<file path="config.mk">
export PLATFORM = sky130hd
export DESIGN_NAME = mbcm_mailbox
export DESIGN_NICKNAME = d
export VERILOG_FILES = /design/src/shared/mbcm_pkg.sv /design/src/verilog/mbcm_mailbox.sv
export VERILOG_INCLUDE_DIRS = /design/src /design/src/shared
export SDC_FILE = /design/constraint.sdc
export NUM_CORES = 1
export LEC_CHECK = 0
export BUFFER_PORTS_ARGS = -buffer_cell sky130_fd_sc_hd__buf_4
export CORE_UTILIZATION = 40
export CTS_BUF_LIST = sky130_fd_sc_hd__clkbuf_4 sky130_fd_sc_hd__clkbuf_8 sky130_fd_sc_hd__clkbuf_16
export DETAILED_ROUTE_END_ITERATION = 8
export MAX_ROUTING_LAYER = met4
export PLACE_DENSITY = 0.55
export SKIP_LAST_GASP = 1
export SLEW_MARGIN = 15
export SYNTH_ARGS = -nofsm -noshare
export SYNTH_HDL_FRONTEND = slang
export SYNTH_SLANG_ARGS = --single-unit
</file>
<file path="constraint.sdc">
create_clock -name sys_clk_i -period 2.8 [get_ports sys_clk_i]
set_input_delay 0.28 -clock sys_clk_i [delete_from_list [all_inputs] [get_ports sys_clk_i]]
set_output_delay 0.28 -clock sys_clk_i [all_outputs]
set_load 0.1 [all_outputs]
</file>
<file path="src/shared/mbcm_map.svh">
// Register numbers, codes and timing counts of the
// command mailbox. Included by the design.
`ifndef MBCM_MAP_SVH
`define MBCM_MAP_SVH
`define MBCM_REG_CMD_BLOCK 16'h1f40
`define MBCM_REG_HANDLED 16'h1f54
`define MBCM_REG_STATUS 16'h1f55
`define MBCM_BLOCK_WORDS 5'd20
`define MBCM_FN_WRITE_MULTI 8'h10
`define MBCM_CMD_OPEN 16'h0388
`define MBCM_CMD_ENERGY_RST 16'hb688
`define MBCM_LEN_FIXED 16'h000a
`define MBCM_LEN_ONE_PARAM 16'h000c
`define MBCM_DEST 16'h1501
`define MBCM_PWD_TYPE 16'h0001
`define MBCM_ENERGY_ALL 16'h0200
`define MBCM_SETUP0 16'h1f53
`define MBCM_SETUP1 16'h1f54
`define MBCM_SETUP2 16'h1f55
`define MBCM_STATUS_BUSY 16'h0003
`define MBCM_RES_OK 8'h00
`define MBCM_RES_BAD_PWD 8'h01
`define MBCM_RES_LOCKED 8'h02
`define MBCM_RES_BAD_ARG 8'h10
`define MBCM_RES_UNSUPP 8'h13
`define MBCM_RES_TIMEOUT 8'h16
`define MBCM_RES_BAD_DEST 8'h18
`define MBCM_STATUS_DONE_HI 8'h00
`define MBCM_TIMEOUT_NS 1000000
`define MBCM_CLK_NS 8
`endif

</file>
<file path="src/shared/mbcm_pkg.sv">
// Types shared by the command mailbox and its environment.
// Assumes the Modbus layer has already parsed frames into word writes.
package mbcm_pkg;
   typedef struct packed {
      logic [15:0] addr;
      logic [15:0] data;
      logic first;
      logic last;
   } mbcm_wr_t;
   typedef enum logic [1:0] {
      MBCM_IDLE = 2'b00,
      MBCM_CHECK = 2'b01,
      MBCM_EXEC = 2'b10
   } mbcm_state_t;
endpackage

</file>
<file path="src/verilog/mbcm_mailbox.sv">
// Remote command mailbox: collects a 20-word command block, checks it,
// launches the action and reports handled code and result.
// Assumes a Modbus slave layer hands over register writes of one write
// request as a burst of word strobes marked first and last, and reads
// registers combinationally from the outputs below.
// The locking pad input is taken when a block is decoded, not when written.
// Only the handled code and status are kept; no read-back data buffer.
//
// What this block does
// - Parameter 512 (bit 9 only) clears all energy measurements.
// - Status shows 0x0003 while busy; master polls until it changes.
// - Handled command code goes to register 8020; mismatch means resend.
// - Result code sits in status low byte; zero is success.
// - Wrong password rejects the command with result 1.
// - Result 0x02 when locked, 0x13 unsupported, 0x16 timeout.
`timescale 1ns/10ps
`default_nettype none
`include "mbcm_map.svh"
module mbcm_mailbox #(
   parameter int TIMEOUT_CYC = `MBCM_TIMEOUT_NS / `MBCM_CLK_NS,
   // Default password value is arbitrary
   parameter logic [31:0] PASSWORD = 32'h30303030
) (
   // Clock and reset
   input wire logic sys_clk_i,
   input wire logic sys_rst_i,
   // Register writes from the Modbus layer
   input wire logic wr_valid_i,
   input wire mbcm_pkg::mbcm_wr_t wr_i,
   input wire logic [7:0] wr_func_i,
   // Plant side
   input wire logic locked_i,
   output logic open_req_o,
   output logic energy_clr_o,
   input wire logic action_done_i,
   // Readable registers
   output logic [15:0] handled_code_o,
   output logic [15:0] status_o
);
   import mbcm_pkg::*;

   // The timeout counter below is 24 bits wide
   if (TIMEOUT_CYC < 1 || TIMEOUT_CYC > 32'h00ffffff) begin : g_bad_timeout
      $error("mbcm_mailbox: TIMEOUT_CYC out of range");
   end

   // Block words in the order the master writes them
   logic [15:0] blk [0:19];
   logic [4:0] wcnt;
   logic [4:0] next_wcnt;
   logic taking;
   logic addr_ok;
   logic good;
   logic full;
   mbcm_state_t state;
   logic [23:0] tcnt;
   logic [7:0] next_res;
   logic next_open;
   logic next_clr;

   // True when every word from 'from' up to word 16 is zero
   function automatic logic zeros(input int from);
      logic z;
      z = 1'b1;
      for (int i = 6; i <= 16; i++) begin
         if (i >= from && blk[i] != 16'h0000) begin
            z = 1'b0;
         end
      end
      return z;
   endfunction

   // Register number that word idx of the block must carry
   function automatic logic [15:0] block_addr(input logic [4:0] idx);
      return `MBCM_REG_CMD_BLOCK + {11'd0, idx};
   endfunction

   // Words are taken only while idle and before a finished block is seen,
   // so a quick follow-up burst cannot overwrite words under decode
   assign taking = wr_valid_i && state == MBCM_IDLE && !full;
   assign next_wcnt = wr_i.first ? 5'd1 : wcnt + 5'd1;
   assign addr_ok = wr_i.addr == block_addr(wcnt);

   // collect burst; function 16 from the block start, in order
   always_ff @(posedge sys_clk_i or posedge sys_rst_i) begin
      if (sys_rst_i) begin
         wcnt <= 5'd0;
         good <= 1'b0;
         full <= 1'b0;
      end else begin
         full <= 1'b0;
         if (taking) begin
            wcnt <= next_wcnt;
            if (wr_i.first) begin
               good <= (wr_i.addr == block_addr(5'd0))
                  && (wr_func_i == `MBCM_FN_WRITE_MULTI);
            end else if (!addr_ok) begin
               good <= 1'b0;
            end
            if (wr_i.last) begin
               // Partial or overlong blocks are dropped silently: the master
               // only notices because the status never turns busy
               full <= next_wcnt == `MBCM_BLOCK_WORDS && good && addr_ok;
            end
         end
      end
   end

   // No reset on storage: a block is decoded only after all words landed
   always_ff @(posedge sys_clk_i) begin
      if (taking && wr_i.first) begin
         blk[0] <= wr_i.data;
      end else if (taking && wcnt < `MBCM_BLOCK_WORDS) begin
         blk[wcnt] <= wr_i.data;
      end
   end

   // Decode checks in priority order; only the first failing check is
   // reported, one result code per block
   always_comb begin
      next_res = `MBCM_RES_OK;
      next_open = 1'b0;
      next_clr = 1'b0;
      if (blk[17] != `MBCM_SETUP0 || blk[18] != `MBCM_SETUP1
            || blk[19] != `MBCM_SETUP2 || blk[2] != `MBCM_DEST) begin
         next_res = `MBCM_RES_BAD_DEST;
      // open code; energy reset code; unsupported
      end else if (blk[0] != `MBCM_CMD_OPEN
            && blk[0] != `MBCM_CMD_ENERGY_RST) begin
         next_res = `MBCM_RES_UNSUPP;
      end else if (blk[3] != `MBCM_PWD_TYPE
            || {blk[4], blk[5]} != PASSWORD) begin
         next_res = `MBCM_RES_BAD_PWD;
      end else if (locked_i) begin
         next_res = `MBCM_RES_LOCKED;
      end else if (blk[0] == `MBCM_CMD_OPEN) begin
         if (blk[1] != `MBCM_LEN_FIXED || !zeros(6)) begin
            next_res = `MBCM_RES_BAD_ARG;
         end else begin
            next_open = 1'b1;
         end
      end else if (blk[1] != `MBCM_LEN_ONE_PARAM || !zeros(7)
            || blk[6] != `MBCM_ENERGY_ALL) begin
         next_res = `MBCM_RES_BAD_ARG;
      end else begin
         next_clr = 1'b1;
      end
   end

   // Command sequencer
   always_ff @(posedge sys_clk_i or posedge sys_rst_i) begin
      if (sys_rst_i) begin
         state <= MBCM_IDLE;
         tcnt <= 24'd0;
         open_req_o <= 1'b0;
         energy_clr_o <= 1'b0;
         handled_code_o <= 16'h0000;
         status_o <= 16'h0000;
      end else begin
         open_req_o <= 1'b0;
         energy_clr_o <= 1'b0;
         case (state)
            MBCM_IDLE: begin
               if (full) begin
                  state <= MBCM_CHECK;
                  status_o <= `MBCM_STATUS_BUSY;
               end
            end
            MBCM_CHECK: begin
               // The code is updated for rejected blocks too, so the master
               // can tell which block a result belongs to
               // report handled code
               handled_code_o <= blk[0];
               if (next_res != `MBCM_RES_OK) begin
                  state <= MBCM_IDLE;
                  status_o <= {`MBCM_STATUS_DONE_HI, next_res};
               end else begin
                  state <= MBCM_EXEC;
                  tcnt <= 24'd0;
                  open_req_o <= next_open;
                  energy_clr_o <= next_clr;
               end
            end
            MBCM_EXEC: begin
               if (action_done_i) begin
                  state <= MBCM_IDLE;
                  status_o <= {`MBCM_STATUS_DONE_HI, `MBCM_RES_OK};
               end else if (tcnt == 24'(TIMEOUT_CYC - 1)) begin
                  // A plant that never answers would otherwise keep the
                  // status busy for good
                  // timeout result
                  state <= MBCM_IDLE;
                  status_o <= {`MBCM_STATUS_DONE_HI, `MBCM_RES_TIMEOUT};
               end else begin
                  tcnt <= tcnt + 24'd1;
               end
            end
            default: begin
               state <= MBCM_IDLE;
            end
         endcase
      end
   end
endmodule // mbcm_mailbox
`default_nettype wire

</file>
==> flow_summary_export.csv <==
group,metric,value,unit
floorplanning,dieArea,0.0356,mm^2
sta,setup_viol,0,
power_and_ir_drop,pwr-share-clk,43.4,%
final_layout,final_area,0.0168,mm^2
sta,whs,-21.3,ps
floorplanning,io_pins,81,
power_and_ir_drop,power,11.7,mW
power_and_ir_drop,sequentialPowerShare,53.1,%
synthesis,async_reset_ff_share,14.9,%
synthesis,yosysWarnings,0,
critical_path,r2r_end,"status_o[3]",
critical_path,crit_slowest_cell,"or4_4",
worst_hold_path,hold_path.class,"in -> async",
placed_design,detailed_place_hpwl,17500,um
drt,vias,7705,
critical_path,crit_chain,"or4_4 > nor4_4 > buf_4 > mux2i_2 > nand4_1 > nor4_2 > or3_4 > mux2_4",
critical_path,cp-end-kind,"flop",
clock_network,cts_tree,"built",
power_and_ir_drop,internal_power,9.31,mW
power_and_ir_drop,netSwitchingFraction,20.6,%
floorplanning,row_count,67,
sta,worst_slack,36.5,ps
synthesis,yosysMostFrequentCell,"edfxtp_1",
synthesis,synth_cell_types,55,
placed_design,place.gp.congestion,0.766,
critical_path,cp.required,3200,ps
critical_path,cp_max_fo,5,
floorplanning,start_util,41.1,%
flow_run,cap_violations,0,
global_route,grt_pass1_wl,45900,um
synthesis,synth_seq_area_share,79.0,%
global_route,grt_pass1_vias,7739,
drt,dr.pass1.iters,4,
placed_design,place_ws,-151,ps
synthesis,ys_ff_latch,376,
critical_path,cp-start-kind,"flop",
power_and_ir_drop,p_per_area,697,mW/mm^2
clock_network,clock-sinks,376,
global_route,grt_max_degree,57,
outcome,run_status,"complete, but fails checks",
critical_path,cp.arrival,3160,ps
global_route,antenna_found_initial,0,
synthesis,synth_largest_area_cell,"edfxtp_1",
drt,viasPerCell,5.37,
clock_network,clk_latency,530,ps
sta,period_share,98.7,%
final_layout,drive_gt1_share,25.7,%
critical_path,rrSetupSlack,40,ps
synthesis,postSynthCellCount,811,
power_and_ir_drop,vdd_ir_drop_max,0.680,mV
sta,max_freq,0.362,GHz
critical_path,r2r_start,"blk[0][0]",
sta,tightest_slew,773,ps
global_route,gr-total-overflow,0,
critical_path,slowest_delay,590,ps
clock_network,cts_hold_buf,0,
placed_design,place_area,0.0153,mm^2
placed_design,portBuffers,69,
final_layout,final_nets,1013,
final_layout,diodes,0,
power_and_ir_drop,power_leakage,5.83,nW
floorplanning,fp.dieH,189,um
synthesis,synth.avg_cell_area,17.2,um^2
outcome,violations,"negative hold slack",
synthesis,ys_top_cells_by_count,"320 x edfxtp_1, 63 x nor4_1, 56 x dfrtp_1",
sta,rsz0062_at_grt,"true",
clock_network,htreeDepth,2,
drt,drcViolationCount,0,
synthesis,synth_edf_count,320,
synthesis,synth_top_area_share,69.0,%
critical_path,crit_type,"reg -> reg",
sta,post-route-min-period,2760,ps
synthesis,synth.area.top_cells,"edfxtp_1 69%, dfrtp_1 10%, nor4_1 2.8%, nand4_1 1.4%, mux2_2 1.4%",
clock_network,cts.clk_slew.worst_paths,60,ps
final_layout,syn_to_final_growth,20.7,%
sta,hold_viol_final,21,
drt,ant_nets,0,
floorplanning,fp.dieW,189,um
power_and_ir_drop,p_comb_share,3.5,%
sta,finalMaxSlewViolations,0,
clock_network,clockRootBuffer,"clkbuf_16",
floorplanning,core,0.0339,mm^2
drt,drt-total-wl,30100,um
drt,wl_per_cell,21.0,um
critical_path,worstRegToRegCells,8,
sta,finalSetupTns,0,ps
sta,worst_clock_skew,23.1,ps
synthesis,netlist_area,0.0139,mm^2
drt,drt-initial-drc-count,559,
synthesis,synth_ff_type,"edfxtp_1",
clock_network,ctsLongestPathBuffers,3,
sta,slew_headroom,48.5,%
global_route,grtUsageTotal,17.6,%
power_and_ir_drop,power_switching,2.41,mW
clock_network,numCtsBuffers,38,
[layout by cell type, fill, tap and decap left out, types with 7 or more instances in the layout]
| master | Yosys | routed |
|---|---|---|
| edfxtp_1 | 320 | 320 |
| buf_4 | 11 | 123 |
| nor4_1 | 63 | 61 |
| dfrtp_1 | 56 | 56 |
| nor2_1 | 40 | 40 |
| clkbuf_16 | 0 | 39 |
| nand2_1 | 35 | 35 |
| nand4_1 | 32 | 32 |
| nand3_1 | 22 | 21 |
| o21ai_1 | 21 | 19 |
| mux2_2 | 17 | 17 |
| o21ai_0 | 13 | 12 |
| nor4bb_1 | 14 | 12 |
| inv_1 | 12 | 11 |
| conb_1 | 1 | 11 |
| clkbuf_4 | 0 | 10 |
| nor3_1 | 13 | 9 |
| nor4b_1 | 13 | 9 |
| a21oi_1 | 9 | 9 |
| clkinv_1 | 0 | 8 |
| nand2b_1 | 7 | 7 |
| or4_1 | 9 | 7 |
| o31ai_4 | 6 | 7 |
[critical path, delay by kind of cell (launching register included)]
family / cells / cell delay, ps
flops: 1 / 390
simple gates: 5 / 1580
buf+inv: 1 / 160
mux: 2 / 530
[area by class of cell]
| type | count | area, um^2 |
|---|---|---|
| clock buffer | 49 | 1050 |
| clock inverter | 19 | 208 |
| fill | 2867 | 17100 |
| inverter | 12 | 45.0 |
| multi-input combinational | 405 | 2950 |
| sequential | 376 | 11000 |
| tap | 448 | 561 |
| timing repair buffer | 127 | 993 |
[cell families (layout without fill, tap and decap cells)]
kind of cell | count (synthesis) | count (layout) | share of synthesized area [%]
flip-flops | 376 | 376 | 79.0
AND/OR/NAND/NOR | 292 | 292 | 12.8
AO/OA/AOI/OAI | 63 | 63 | 3.58
buffers and inverters | 40 | 207 | 1.55
multiplexers | 26 | 26 | 2.07
XOR/XNOR | 7 | 7 | 0.440
adder cells (fa/ha/maj) | 6 | 6 | 0.539
other | 1 | 11 | 0.0269
[layer usage]
metal	vias to the layer above	track usage, %	wire length (um)
li1	3533	-	-
met1	3920	23.9	13800
met2	202	27.6	14100
met3	50	3.26	1630
met4	0	4.16	539
met5	-	-	0
[power by group through the flow]
stage / Sequential [mW] / Combinational, mW / Clock, mW
finish: 6.22 / 0.407 / 5.09
global route: 6.23 / 0.440 / 5.41
CTS: 6.22 / 0.413 / 5.18
detailed placement: 6.34 / 0.409 / 0
global placement: 6.34 / 0.407 / 0
floorplan: 6.31 / 0.213 / 0
[repair_timing]
action                     CTS  global route
setup endpoints to repair   20            24
setup buffers                2             1
gates resized for setup      7            31
pin swaps                    5            29
cloned                       1             0
[metrics by stage]
stage	std cells	utilization (%)	hold WS, ps
after global routing	1436	49.7	42.3
after detailed placement	1364	45.2	486
after CTS	1435	49.2	7.22
final	1436	49.7	-21.3
after floorplan	821	-	379
after global placement	1364	45.2	480
[how the worst max path moves through the flow]
| stage | from | end | slack (ps) | cells past startpoint |
|---|---|---|---|---|
| 6_report | blk[0][0] | status_o[3] | 40 | 8 |
| 5_1_grt | blk[2][3] | tcnt[11] | -60 | 8 |
| 4_1_cts | blk[0][5] | tcnt[17] | -10 | 9 |
| 3_5_place_dp | blk[0][5] | status_o[0] | -150 | 8 |
| 3_3_place_gp | blk[0][5] | status_o[0] | -130 | 8 |
| 2_1_floorplan | state[0] | blk[10][0] | -8 | 6 |
[state kept, by name, summed over array words and instances, names as in the netlist]
name / count
blk: 320
open_req_o: 1
full: 1
status_o: 5
good: 1
handled_code_o: 16
energy_clr_o: 1
wcnt: 5
tcnt: 24
state: 2
Power figures use the tool's default switching activity.
